File: config.mk
export PLATFORM = sky130hd
export DESIGN_NAME = irc_top
export DESIGN_NICKNAME = d
export VERILOG_FILES = /design/src/irc_pkg.sv /design/src/irc_top.sv /design/src/irc_entry_check.sv
export VERILOG_INCLUDE_DIRS = /design/src
export SDC_FILE = /design/constraint.sdc
export NUM_CORES = 2
export LEC_CHECK = 0
export ABC_AREA = 1
export BUFFER_PORTS_ARGS = -buffer_cell sky130_fd_sc_hd__buf_2
export CAP_MARGIN = 20
export CORE_MARGIN = 5
export CORE_UTILIZATION = 30
export DETAILED_ROUTE_END_ITERATION = 8
export PLACE_DENSITY_LB_ADDON = 0.2
export SYNTH_ARGS = -nofsm -noshare
export SYNTH_HDL_FRONTEND = slang
export SYNTH_SLANG_ARGS = --single-unit
File: constraint.sdc
create_clock -name i_core_clk -period 10.2 [get_ports i_core_clk]
set_input_delay 2.04 -clock i_core_clk [delete_from_list [all_inputs] [get_ports i_core_clk]]
set_output_delay 2.04 -clock i_core_clk [all_outputs]
set_load 0.005 [all_outputs]
File: src/irc_map.svh
`ifndef IRC_MAP_SVH
`define IRC_MAP_SVH

// register byte offsets
`define IRC_OFF_CTRL 12'h000
`define IRC_OFF_TSIZE 12'h004
`define IRC_OFF_TBASE 12'h008
`define IRC_OFF_FSTAT 12'h00c
`define IRC_OFF_FSRC 12'h010
`define IRC_OFF_FIDX 12'h014
`define IRC_OFF_COUNT 12'h018

// control register bit positions
`define IRC_CTRL_REMAP 0
`define IRC_CTRL_EXT 1
`define IRC_CTRL_COMPAT 2
`define IRC_CTRL_COHERENT 3
`define IRC_CTRL_FLUSH 4

// reset values
`define IRC_RST_CTRL 3'h0
`define IRC_RST_TSIZE 17'h00000
`define IRC_RST_TBASE 28'h0000000

// request address layout
`define IRC_INT_ID 12'hfee
`define IRC_ADDR_FMT 4
`define IRC_ADDR_SUBV 3
`define IRC_ADDR_HTOP 2

// fault reason codes
`define IRC_FR_RSVD_REQ 8'h20
`define IRC_FR_BOUNDS 8'h21
`define IRC_FR_NOT_PRESENT 8'h22
`define IRC_FR_FETCH_ERR 8'h23
`define IRC_FR_RSVD_ENTRY 8'h24
`define IRC_FR_COMPAT_BLK 8'h25
`define IRC_FR_SOURCE 8'h26

// table entry layout
`define IRC_E_PRESENT 0
`define IRC_E_FRD 1
`define IRC_E_DM 2
`define IRC_E_RH 3
`define IRC_E_TM 4
`define IRC_E_DLV_LO 5
`define IRC_E_RSVA_LO 8
`define IRC_E_VEC_LO 16
`define IRC_E_RSVB_LO 24
`define IRC_E_DST_LO 32
`define IRC_E_SRC_LO 64
`define IRC_E_QUAL_LO 80
`define IRC_E_VTYPE_LO 82
`define IRC_E_RSVC_LO 84

`endif

File: src/irc_pkg.sv
package irc_pkg;

  typedef enum logic [2:0] {
    IRC_S_IDLE = 3'b000,
    IRC_S_DECODE = 3'b001,
    IRC_S_FETCH = 3'b010,
    IRC_S_CHECK = 3'b011,
    IRC_S_SEND = 3'b100,
    IRC_S_FAULT = 3'b101
  } irc_state_t;

  typedef enum logic [1:0] {
    IRC_K_MEM = 2'b00,
    IRC_K_COMPAT = 2'b01,
    IRC_K_REMAP = 2'b10
  } irc_kind_t;

  typedef struct packed {
    logic [31:0] addr;
    logic [31:0] data;
    logic [15:0] src;
  } irc_req_t;

  typedef struct packed {
    irc_kind_t kind;
    logic [31:0] addr;
    logic [31:0] data;
    logic [31:0] dest;
    logic [7:0] vector;
    logic [2:0] dlv_mode;
    logic dest_mode;
    logic redir_hint;
    logic trig_level;
  } irc_out_t;

  typedef struct packed {
    logic [7:0] reason;
    logic report;
    logic [15:0] src;
    logic [16:0] index;
  } irc_fault_t;

endpackage : irc_pkg

File: src/irc_top.sv
// Overview of operation
// (RL1) writes to FEEx_xxxx are interrupt requests
// (RL2) remap disabled: all requests handled as compatibility
// (RL3) compat blocked if extended mode or disallowed
// (RL4) otherwise compat requests pass through unchanged
// (RL5) format bit clear compat, set remappable
// (RL6) format bit4, handle 19:5 plus bit2, subhandle
// (RL7) reserved request bits set: block, reason 20h
// (RL8) extract source, handle, subindex flag, subhandle
// (RL9) index is handle, plus subhandle if valid
// (RL10) index not below table size: reason 21h
// (RL11) entry from cache, else fetched from memory
// (RL12) non-coherent: table fetches do not snoop
// (RL13) table fetch error: block, reason 23h
// (RL14) entry not present: qualified reason 22h
// (RL15) bad entry programming: qualified reason 24h
// (RL16) source verification failure: qualified reason 26h
// (RL17) remap only after all checks pass
// (RL18) remapped interrupt always has trigger level set
// (RL19) every blocked request becomes a fault
// (RL20) qualified faults reported only if not disabled
// (RL21) blocked: drop, one-cycle fault with details
//
// Decided for this implementation: the APB interface to the registers and the address map.
`timescale 1ns/1ps
`include "irc_map.svh"

module irc_top #(
  parameter int CACHE_DEPTH = 4,
  parameter bit COHERENT = 1'b0
) (
  input wire logic i_core_clk,
  input wire logic i_rstn,
  // apb slave
  input wire logic i_psel,
  input wire logic i_penable,
  input wire logic i_pwrite,
  input wire logic [11:0] i_paddr,
  input wire logic [31:0] i_pwdata,
  output logic [31:0] o_prdata,
  output logic o_pready,
  output logic o_pslverr,
  // inbound write requests
  input wire logic i_req_valid,
  input wire irc_pkg::irc_req_t i_req,
  output logic o_req_ready,
  // table entry fetch port
  output logic o_fetch_valid,
  output logic [31:0] o_fetch_addr,
  output logic o_fetch_nosnoop,
  input wire logic i_fetch_done,
  input wire logic i_fetch_err,
  input wire logic [127:0] i_fetch_data,
  // system bus side
  output logic o_out_valid,
  output irc_pkg::irc_out_t o_out,
  input wire logic i_out_ready,
  // fault recording side
  output logic o_fault_valid,
  output irc_pkg::irc_fault_t o_fault
);

  localparam int IW = (CACHE_DEPTH > 1) ? $clog2(CACHE_DEPTH) : 1;

  generate
    if (CACHE_DEPTH < 2 || (CACHE_DEPTH & (CACHE_DEPTH - 1)) != 0)
    begin : g_bad_depth
      $error("CACHE_DEPTH must be a power of two, at least 2");
    end
  endgenerate

  ////////////////////////////////////////////////////////////////////////
  // registers and state

  irc_pkg::irc_state_t state_q;
  irc_pkg::irc_req_t req_q;
  logic [2:0] ctrl_q;
  logic [16:0] tsize_q;
  logic [27:0] tbase_q;
  logic [16:0] index_q;
  logic [127:0] entry_q;
  logic [7:0] last_reason_q;
  logic last_report_q;
  logic [15:0] last_src_q;
  logic [16:0] last_index_q;
  logic [15:0] fault_cnt_q;
  logic [15:0] remap_cnt_q;
  logic [CACHE_DEPTH-1:0] cv_q;
  logic [15:0] ctag_q [CACHE_DEPTH];
  logic [127:0] cdata_q [CACHE_DEPTH];
  logic [IW-1:0] victim_q;

  logic remap_enabled_status;
  logic extended_mode_enable;
  logic compat_allowed_status;
  logic apb_wr;
  logic apb_rd;
  logic flush;
  logic is_intr;
  logic fmt_remap;
  logic subindex_valid;
  logic [15:0] handle;
  logic [15:0] subhandle;
  logic [16:0] index_d;
  logic [CACHE_DEPTH-1:0] hit_vec;
  logic [IW-1:0] hit_idx;
  logic e_present;
  logic e_frd;
  logic e_rsvd_ok;
  logic e_src_ok;
  logic fault_go;
  logic [7:0] fault_reason;

  assign remap_enabled_status = ctrl_q[`IRC_CTRL_REMAP];
  assign extended_mode_enable = ctrl_q[`IRC_CTRL_EXT];
  assign compat_allowed_status = ctrl_q[`IRC_CTRL_COMPAT];

  ////////////////////////////////////////////////////////////////////////
  // apb slave, zero wait states

  assign o_pready = 1'b1;
  assign apb_wr = i_psel && i_penable && i_pwrite;
  assign apb_rd = i_psel && i_penable && !i_pwrite;
  assign flush = apb_wr && (i_paddr == `IRC_OFF_CTRL) &&
                 i_pwdata[`IRC_CTRL_FLUSH];

  // configuration writes
  always_ff @(posedge i_core_clk)
  begin
    if (!i_rstn)
    begin
      ctrl_q <= `IRC_RST_CTRL;
      tsize_q <= `IRC_RST_TSIZE;
      tbase_q <= `IRC_RST_TBASE;
    end
    else if (apb_wr)
    begin
      case (i_paddr)
        `IRC_OFF_CTRL: ctrl_q <= i_pwdata[2:0];
        `IRC_OFF_TSIZE: tsize_q <= i_pwdata[16:0];
        `IRC_OFF_TBASE: tbase_q <= i_pwdata[31:4];
        default: ;
      endcase
    end
  end

  // read mux; unmapped reads return zero with an error
  always_comb
  begin
    o_pslverr = 1'b0;
    case (i_paddr)
      `IRC_OFF_CTRL: o_prdata = {28'h0, COHERENT, ctrl_q};
      `IRC_OFF_TSIZE: o_prdata = {15'h0, tsize_q};
      `IRC_OFF_TBASE: o_prdata = {tbase_q, 4'h0};
      `IRC_OFF_FSTAT: o_prdata = {fault_cnt_q, 7'h0, last_report_q,
                                  last_reason_q};
      `IRC_OFF_FSRC: o_prdata = {16'h0, last_src_q};
      `IRC_OFF_FIDX: o_prdata = {15'h0, last_index_q};
      `IRC_OFF_COUNT: o_prdata = {remap_cnt_q, 13'h0, state_q};
      default:
      begin
        o_prdata = 32'h0;
        o_pslverr = i_psel && i_penable;
      end
    endcase
  end

  ////////////////////////////////////////////////////////////////////////
  // request decode on the latched request

  assign is_intr = req_q.addr[31:20] == `IRC_INT_ID; // [RL1]
  assign fmt_remap = req_q.addr[`IRC_ADDR_FMT]; // [RL5] [RL6]
  assign subindex_valid = req_q.addr[`IRC_ADDR_SUBV]; // [RL6] [RL8]
  assign handle = {req_q.addr[`IRC_ADDR_HTOP], req_q.addr[19:5]}; // [RL6]
  assign subhandle = req_q.data[15:0]; // [RL6] [RL8]

  // 17 bits so a wrapped sum still fails the bounds check
  assign index_d = subindex_valid ? {1'b0, handle} + {1'b0, subhandle}
                                  : {1'b0, handle}; // [RL9]

  ////////////////////////////////////////////////////////////////////////
  // entry cache lookup, one comparator per slot

  genvar g;
  generate
    for (g = 0; g < CACHE_DEPTH; g++)
    begin : g_hit
      assign hit_vec[g] = cv_q[g] && (ctag_q[g] == index_d[15:0]);
    end
  endgenerate

  always_comb
  begin
    hit_idx = '0;
    for (int k = 0; k < CACHE_DEPTH; k++)
    begin
      if (hit_vec[k])
        hit_idx = IW'(k);
    end
  end

  // fills replace slots in turn; a flush drops every slot
  always_ff @(posedge i_core_clk)
  begin
    if (!i_rstn || flush)
    begin
      cv_q <= '0;
      victim_q <= '0;
    end
    // a fill meeting a flush still lands: the set wins
    if (i_rstn && state_q == irc_pkg::IRC_S_FETCH && i_fetch_done &&
        !i_fetch_err)
    begin
      cv_q[victim_q] <= 1'b1;
      victim_q <= victim_q + 1'b1;
    end
  end

  // cache payload needs no reset, guarded by the valid bits
  always_ff @(posedge i_core_clk)
  begin
    if (state_q == irc_pkg::IRC_S_FETCH && i_fetch_done && !i_fetch_err)
    begin
      ctag_q[victim_q] <= index_q[15:0];
      cdata_q[victim_q] <= i_fetch_data;
    end
  end

  ////////////////////////////////////////////////////////////////////////
  // entry checks

  irc_entry_check u_check (
    .i_entry(entry_q),
    .i_src(req_q.src),
    .o_present(e_present),
    .o_frd(e_frd),
    .o_rsvd_ok(e_rsvd_ok),
    .o_src_ok(e_src_ok)
  );

  ////////////////////////////////////////////////////////////////////////
  // fault selection per state, first failing check wins

  always_comb
  begin
    fault_go = 1'b0;
    fault_reason = 8'h00;
    case (state_q)
      irc_pkg::IRC_S_DECODE:
      begin
        if (is_intr && remap_enabled_status && !fmt_remap &&
            (extended_mode_enable || !compat_allowed_status))
        begin
          fault_go = 1'b1; // [RL3] [RL19]
          fault_reason = `IRC_FR_COMPAT_BLK;
        end
        else if (is_intr && remap_enabled_status && fmt_remap &&
                 subindex_valid && req_q.data[31:16] != 16'h0)
        begin
          fault_go = 1'b1; // [RL7] [RL19]
          fault_reason = `IRC_FR_RSVD_REQ;
        end
        else if (is_intr && remap_enabled_status && fmt_remap &&
                 index_d >= tsize_q)
        begin
          fault_go = 1'b1; // [RL10] [RL19]
          fault_reason = `IRC_FR_BOUNDS;
        end
      end
      irc_pkg::IRC_S_FETCH:
      begin
        if (i_fetch_done && i_fetch_err)
        begin
          fault_go = 1'b1; // [RL13] [RL19]
          fault_reason = `IRC_FR_FETCH_ERR;
        end
      end
      irc_pkg::IRC_S_CHECK:
      begin
        fault_go = !e_present || !e_rsvd_ok || !e_src_ok; // [RL19]
        if (!e_present)
          fault_reason = `IRC_FR_NOT_PRESENT; // [RL14]
        else if (!e_rsvd_ok)
          fault_reason = `IRC_FR_RSVD_ENTRY; // [RL15]
        else if (!e_src_ok)
          fault_reason = `IRC_FR_SOURCE; // [RL16]
      end
      default: ;
    endcase
  end

  ////////////////////////////////////////////////////////////////////////
  // processing sequence

  always_ff @(posedge i_core_clk)
  begin
    if (!i_rstn)
      state_q <= irc_pkg::IRC_S_IDLE;
    else if (fault_go)
      state_q <= irc_pkg::IRC_S_FAULT; // request dropped [RL21]
    else
    begin
      case (state_q)
        irc_pkg::IRC_S_IDLE:
          if (i_req_valid)
            state_q <= irc_pkg::IRC_S_DECODE;
        irc_pkg::IRC_S_DECODE:
          if (is_intr && remap_enabled_status && fmt_remap)
            state_q <= (|hit_vec) ? irc_pkg::IRC_S_CHECK
                                  : irc_pkg::IRC_S_FETCH; // [RL11]
          else
            state_q <= irc_pkg::IRC_S_SEND; // [RL2] [RL4]
        irc_pkg::IRC_S_FETCH:
          if (i_fetch_done)
            state_q <= irc_pkg::IRC_S_CHECK;
        irc_pkg::IRC_S_CHECK:
          state_q <= irc_pkg::IRC_S_SEND; // [RL17]
        irc_pkg::IRC_S_SEND:
          if (i_out_ready)
            state_q <= irc_pkg::IRC_S_IDLE;
        default:
          state_q <= irc_pkg::IRC_S_IDLE;
      endcase
    end
  end

  assign o_req_ready = state_q == irc_pkg::IRC_S_IDLE;
  assign o_out_valid = state_q == irc_pkg::IRC_S_SEND;
  assign o_fault_valid = state_q == irc_pkg::IRC_S_FAULT; // [RL21]
  assign o_fetch_valid = state_q == irc_pkg::IRC_S_FETCH; // [RL11]
  assign o_fetch_nosnoop = !COHERENT; // [RL12]

  // request capture, index and entry hold
  always_ff @(posedge i_core_clk)
  begin
    if (!i_rstn)
    begin
      req_q <= '0;
      index_q <= 17'h0;
      entry_q <= 128'h0;
      o_fetch_addr <= 32'h0;
    end
    else
    begin
      if (o_req_ready && i_req_valid)
        req_q <= i_req;
      if (state_q == irc_pkg::IRC_S_DECODE)
      begin
        index_q <= index_d;
        entry_q <= cdata_q[hit_idx]; // [RL11]
        o_fetch_addr <= {tbase_q, 4'h0} + {11'h0, index_d, 4'h0};
      end
      if (state_q == irc_pkg::IRC_S_FETCH && i_fetch_done)
        entry_q <= i_fetch_data; // [RL11]
    end
  end

  // outgoing request: raw copy, or built from the entry
  always_ff @(posedge i_core_clk)
  begin
    if (!i_rstn)
      o_out <= '0;
    else if (state_q == irc_pkg::IRC_S_DECODE)
    begin
      o_out <= '0;
      o_out.kind <= is_intr ? irc_pkg::IRC_K_COMPAT : irc_pkg::IRC_K_MEM;
      o_out.addr <= req_q.addr; // [RL2] [RL4]
      o_out.data <= req_q.data;
    end
    else if (state_q == irc_pkg::IRC_S_CHECK)
    begin
      o_out.kind <= irc_pkg::IRC_K_REMAP; // [RL17]
      o_out.dest <= entry_q[`IRC_E_DST_LO +: 32];
      o_out.vector <= entry_q[`IRC_E_VEC_LO +: 8];
      o_out.dlv_mode <= entry_q[`IRC_E_DLV_LO +: 3];
      o_out.dest_mode <= entry_q[`IRC_E_DM];
      o_out.redir_hint <= entry_q[`IRC_E_RH];
      o_out.trig_level <= 1'b1; // [RL18]
    end
  end

  // fault record: qualified reasons honour the entry's disable bit
  always_ff @(posedge i_core_clk)
  begin
    if (!i_rstn)
      o_fault <= '0;
    else if (fault_go)
    begin
      o_fault.reason <= fault_reason; // [RL21]
      o_fault.src <= req_q.src;
      o_fault.index <= (state_q == irc_pkg::IRC_S_DECODE) ? index_d
                                                           : index_q;
      o_fault.report <= !(state_q == irc_pkg::IRC_S_CHECK && e_frd); // [RL20]
    end
  end

  // software view of the last fault and traffic counters
  always_ff @(posedge i_core_clk)
  begin
    if (!i_rstn)
    begin
      last_reason_q <= 8'h00;
      last_report_q <= 1'b0;
      last_src_q <= 16'h0;
      last_index_q <= 17'h0;
      fault_cnt_q <= 16'h0;
    end
    else if (o_fault_valid && o_fault.report)
    begin
      last_reason_q <= o_fault.reason; // [RL20]
      last_report_q <= 1'b1;
      last_src_q <= o_fault.src;
      last_index_q <= o_fault.index;
      fault_cnt_q <= fault_cnt_q + 16'h1;
    end
  end

  // counts remapped interrupts delivered to the bus
  always_ff @(posedge i_core_clk)
  begin
    if (!i_rstn)
      remap_cnt_q <= 16'h0;
    else if (o_out_valid && i_out_ready &&
             o_out.kind == irc_pkg::IRC_K_REMAP)
      remap_cnt_q <= remap_cnt_q + 16'h1;
  end

endmodule : irc_top

File: src/irc_entry_check.sv
`timescale 1ns/1ps
`include "irc_map.svh"

module irc_entry_check (
  input wire logic [127:0] i_entry,
  input wire logic [15:0] i_src,
  output logic o_present,
  output logic o_frd,
  output logic o_rsvd_ok,
  output logic o_src_ok
);

  logic [1:0] verify_type;
  logic [1:0] source_mask_qualifier;
  logic [15:0] source_ident_field;
  logic [15:0] cmp_mask;

  assign o_present = i_entry[`IRC_E_PRESENT];
  assign o_frd = i_entry[`IRC_E_FRD];
  assign verify_type = i_entry[`IRC_E_VTYPE_LO +: 2];
  assign source_mask_qualifier = i_entry[`IRC_E_QUAL_LO +: 2];
  assign source_ident_field = i_entry[`IRC_E_SRC_LO +: 16];

  // reserved fields zero, verify type 3 is always a reserved code
  assign o_rsvd_ok = (i_entry[`IRC_E_RSVA_LO +: 8] == 8'h00) &&
                     (i_entry[`IRC_E_RSVB_LO +: 8] == 8'h00) &&
                     (i_entry[127:`IRC_E_RSVC_LO] == 44'h0) &&
                     (verify_type != 2'h3); // [RL15]

  // qualifier widens the match by ignoring low function bits
  always_comb
  begin
    case (source_mask_qualifier)
      2'h1: cmp_mask = 16'hfffb;
      2'h2: cmp_mask = 16'hfff9;
      2'h3: cmp_mask = 16'hfff8;
      default: cmp_mask = 16'hffff;
    endcase
  end

  // source check: none, masked exact match, or bus number range
  always_comb
  begin
    case (verify_type)
      2'h1: o_src_ok = ((i_src ^ source_ident_field) & cmp_mask) == 16'h0;
      2'h2: o_src_ok = (i_src[15:8] >= source_ident_field[15:8]) &&
                       (i_src[15:8] <= source_ident_field[7:0]);
      default: o_src_ok = 1'b1;
    endcase
  end // [RL16]

endmodule : irc_entry_check

* Yosys cells after proc, flatten, opt, wreduce, memory -nomap -nowiden
Memories as Yosys holds them, arrays and structs flattened. Cells that the tools add are included.
Storage, ports and cells: ROM bits 0, logic and storage cells 181, memories kept 2, RAM bits 576, register bits 542, output and inout port bits 225, bits in latches 0
Cells by class: equal/unequal tests 29, shift-type cells 0, $mul 0, reduce and logical (&&, ||, !) cells 62, $lt $le $gt $ge 5, bitwise operators 4, muxes and demuxes 42, add/sub/neg operators 5, divide/modulo/power cells 0
Memory list:
- cdata_q | depth 4, width 128, read ports 1, clocked after memory_dff 0, write ports 1, line irc_top.sv:90 | logic [127:0] cdata_q [CACHE_DEPTH];
- ctag_q | depth 4, width 16, read ports 4, clocked after memory_dff 0, write ports 1, line irc_top.sv:89 | logic [15:0] ctag_q [CACHE_DEPTH];
Operator list (number):
- 128-bit 2-to-1 mux | 2
- 32-bit one-hot mux with 7 select lines | 1
- 16-bit equality test | 4
- 44-bit logical NOT | 1
- 6-bit 2-to-1 mux | 7
- 12-bit by 5-bit equality test with 1-bit output, second input constant | 3
- 17-bit 2-to-1 mux | 2
- 16-bit by 1-bit adder with 16-bit output, second input constant | 2
- 32-bit by 21-bit adder with 32-bit output | 1
- 1-bit logical AND | 31
- 12-bit by 4-bit equality test with 1-bit output, second input constant | 2
- 6-bit one-hot mux with 3 select lines | 1
- 16-bit by 16-bit adder with 17-bit output | 1
- 17-bit >= comparator | 1
- 16-bit bitwise AND | 1
- 16-bit logical NOT | 1
- 8-bit logical NOT | 2
- 16-bit nonzero test | 1
- 16-bit bitwise XOR | 1
- 3-bit 2-to-1 mux | 5
- 3-bit one-hot mux with 5 select lines | 1
- 12-bit equality test, second input constant | 1
- 12-bit by 3-bit equality test with 1-bit output, second input constant | 1
- 12-bit logical NOT | 1
- other kinds (32) | 73

* Depth between registers and ports, before layout
depth after elaboration 10, gate-level depth with buffers 25

* Modules after synthesis
From an unflattened synthesis, not the netlist that was laid out.
Unflattened totals: cells, all modules 5973, area, all modules 49869.1 um^2
By module, submodules not included:
- irc_top | area each 49042.0 um^2, times used 1, cells each 5821
- irc_entry_check | area each 827.0 um^2, times used 1, cells each 152

* Least setup slack after synthesis
Ideal clock, no wire load.
path type input to register, start point input port i_fetch_done, end point memory cdata_q[0][0], enable pin, stages 5, arrival 8.438 ns, setup slack 1.115 ns, buffers on the path 1, data required time 9.553 ns, path through nand2_1 clkbuf_1 nor2_1 inv_1 nor2_1
On the way: longest elaborated chain between the ends 4
RTL lines:
- start, declared | line irc_top.sv:51 | input wire logic i_fetch_done,
- 1-bit logical AND (2 in a row) | line irc_top.sv:222 | if (state_q == irc_pkg::IRC_S_FETCH && i_fetch_done && !i_fetch_err)
- 1-bit 2-to-1 mux | line irc_top.sv:222
- 1-bit 2-to-1 mux (implied by the code) | line irc_top.sv:225 | cdata_q[victim_q] <= i_fetch_data;
- end, declared | line irc_top.sv:90
Every way passes these cells.

* Worst setup path after layout
start point input port i_paddr[9], end point output port o_prdata[8]
On the way: longest elaborated chain between the ends 2, elaborated cells between the ends (all ways) 8, classes of those cells 6 x eq/ne; 1 x mux; 1 x reduce/logical
RTL lines:
- start, declared | line irc_top.sv:38 | input wire logic [11:0] i_paddr,
- 12-bit by 5-bit equality test with 1-bit output (tied with other cells) | line irc_top.sv:151 | case (i_paddr)
- 32-bit one-hot mux with 7 select lines (*) | line irc_top.sv:151
- end, declared | line irc_top.sv:40 | output logic [31:0] o_prdata,
Every way passes the cells marked *; elsewhere a longest branch is shown, timed or not.

==> results.json <==
{
  "outcome": "finished, final reports clean",
  "fin_tns_setup_ps": 0,
  "grt_pass1_wl_um": 248000,
  "detail_route.iter0.violations": 2332,
  "cts-root-buf": "clkbuf_16",
  "fin_util": 0.355,
  "grtUsageMet2": 0.342,
  "initial_core_util": 0.302,
  "clk_pin_slew_ps": 60,
  "critPathCapture": "o_prdata[8]",
  "r2r-end": "entry_q[46]",
  "leakage_nw": 24.8,
  "yosysUniqueCellTypes": 53,
  "h-tree-depth": 4,
  "via_per_inst": 4.63,
  "fill_cells": 17163,
  "final_hold_viol_count": 0,
  "synth_flop_cell": "edfxtp_1",
  "grt-busiest-layer": "met2",
  "ys_ff_latch": 1101,
  "die_w_um": 418,
  "grtUsageMet3": 0.0364,
  "clock_skew_ps": 32.4,
  "synth.cell_area_mm2": 0.0500,
  "total_power_mw": 10.7,
  "stdcell_count": 8511,
  "grt_max_degree": 197,
  "r2r_cells": 25,
  "most-common-layout-cells": "nand2_1, inv_1, edfxtp_1",
  "cts.sinks": 1101,
  "synth_area_per_cell_um2": 8.54,
  "slew_headroom": 0.146,
  "grt_pass1_vias": 37564,
  "ys_seq_area_frac": 0.556,
  "crit_arrival_ps": 5420,
  "ir_drop_mv": 0.161,
  "yosys_warnings": 0,
  "clk_latency_ps": 770,
  "gr-total-overflow": 0,
  "drt_wl_total_um": 170000,
  "ant_nets": 0,
  "final_max_slew_viol_count": 0,
  "worstPathRequired_ps": 8160,
  "pwr_density_cell_mw_per_mm2": 182,
  "gp_congestion": 0.836,
  "core_area_mm2": 0.165,
  "dp.cells": 8235,
  "antenna_found_initial": 67,
  "area_growth_pct": 17.5,
  "dp_hpwl_um": 106000,
  "routedWlPerCell_um": 20.0,
  "rows": 149,
  "drive_gt1_frac": 0.129,
  "cts_tree": "built",
  "cts_max_path_buffers": 3,
  "mostFrequentLayoutCell": "nand2_1",
  "portBuffers": 474,
  "timing.rr.start": "req_q[16]",
  "vias": 39379,
  "synth_edf_count": 574,
  "ctsResizeCount": 0,
  "r2r_slack_ps": 3920,
  "use_met1": 0.226,
  "drc": 0,
  "rsz0062_at_grt": "false",
  "multi_input_area_mm2": 0.0169,
  "regArea_mm2": 0.0278,
  "min_path_type": "flip-flop to flip-flop",
  "drv_cap": 0,
  "worst-path-max-fanout": 26,
  "endpoint_kind": "primary output",
  "async_flop_share": 0,
  "cts-hold-fix-buffers": 0,
  "ios": 486,
  "crit_type": "primary input to primary output",
  "crit_path_start_kind": "primary input",
  "finalSetupViolCount": 0,
  "cts_buffers": 135,
  "worstHoldStart": "entry_q[43]",
  "period_minus_slack_ps": 7460,
  "post_cts_buffers": 0,
  "syn_inst": 5847,
  "die_height_um": 418,
  "grt_usage": 0.188,
  "dieArea_mm2": 0.175,
  "fmax_mhz": 134,
  "final_nets": 6522,
  "dr.pass1.iters": 5,
  "period_share": 0.732,
  "worstMarginPinSlew_ps": 1280,
  "crit_start": "i_paddr[9]"
}
cell families after synthesis:
logic type / Yosys count / share of synthesized area
xor gates and xnor gates: 39 / 0.00684
other: 2 / 0.000150
AOI/OAI and AO/OA: 1073 / 0.114
and+or+nand+nor: 2199 / 0.195
muxes: 1 / 0.000200
buffers and inverters: 1355 / 0.109
DFF: 1101 / 0.556
adders and majority gates: 77 / 0.0196
final cells by class:
cell class,instances,area share
clock inverter,58,0.0126
timing repair buffer,507,0.0469
inverter,1040,0.0667
tap,2189,0.0467
multi-input combinational,3399,0.288
sequential,1101,0.473
antenna,26,0.00111
clock buffer,191,0.0646
cells in the mapped netlist, types with 23 or more instances:
master | number | area, um^2
buf_6 | 23 | 259
clkinv_1 | 98 | 368
a21oi_2 | 28 | 245
inv_1 | 926 | 3480
o21ai_0 | 415 | 2080
nor2_1 | 189 | 709
nor3_1 | 33 | 165
edfxtp_1 | 574 | 17200
clkbuf_1 | 202 | 758
xor2_1 | 28 | 245
a21oi_1 | 537 | 2690
nand4_1 | 25 | 156
nand2_1 | 1290 | 4840
dfxtp_1 | 527 | 10600
nor4_1 | 29 | 181
buf_4 | 23 | 173
nand3b_1 | 139 | 1040
o22ai_1 | 28 | 175
buf_2 | 54 | 270
ha_1 | 75 | 938
nand3_1 | 444 | 2220
through the flow:
stage / area (um^2) / hold slack, ps / setup WS, ps
2_1_floorplan: 50000 / 425 / 1120
3_3_place_gp: 54100 / 436 / 2580
3_5_place_dp: 54100 / 446 / 2600
4_1_cts: 58600 / 442 / 2580
5_1_grt: 58700 / 454 / 2470
6_report: 58700 / 437 / 2740
metal layers:
metal	share of wire	wire, um
met3	0.050	8520
met4	0.027	4520
met5	0.00090	153
met2	0.51	86400
met1	0.41	70200
power breakdown:
part / total, mW / leakage [nW] / switching, mW / internal (mW)
clock network: 4.84 / 2.20 / 2.00 / 2.84
registers: 4.86 / 9.46 / 0.0801 / 4.78
logic: 0.965 / 13.1 / 0.663 / 0.302
total: 10.7 / 24.8 / 2.74 / 7.92
critical path, stage by stage:
cell	delay, ps
buf_2	100
nor4_1	350
inv_1	70
nor2_1	230
inv_1	120
nor2_1	100
inv_1	70
nor2_1	360
clkinv_1	860
o221ai_1	880
buf_2	230
worst min path at each step:
stage	to	slack [ps]	cells past startpoint
2_1_floorplan	req_q[48]	420	2
4_1_cts	o_out[25]	440	2
3_3_place_gp	req_q[49]	440	2
3_5_place_dp	req_q[49]	450	2
5_1_grt	o_out[25]	450	2
6_report	o_out[25]	440	2
registers in the layout, indices dropped and copies added, names as in the netlist, 4 cells and up:
register	count
entry_q	127
o_fetch_addr	28
remap_cnt_q	16
cdata_q	508
o_out	112
tbase_q	28
cv_q	4
ctag_q	64
tsize_q	17
last_index_q	17
o_fault	38
last_src_q	16
req_q	63
last_reason_q	4
handle	16
index_q	17
fault_cnt_q	16
Power figures use the tool's default switching activity.
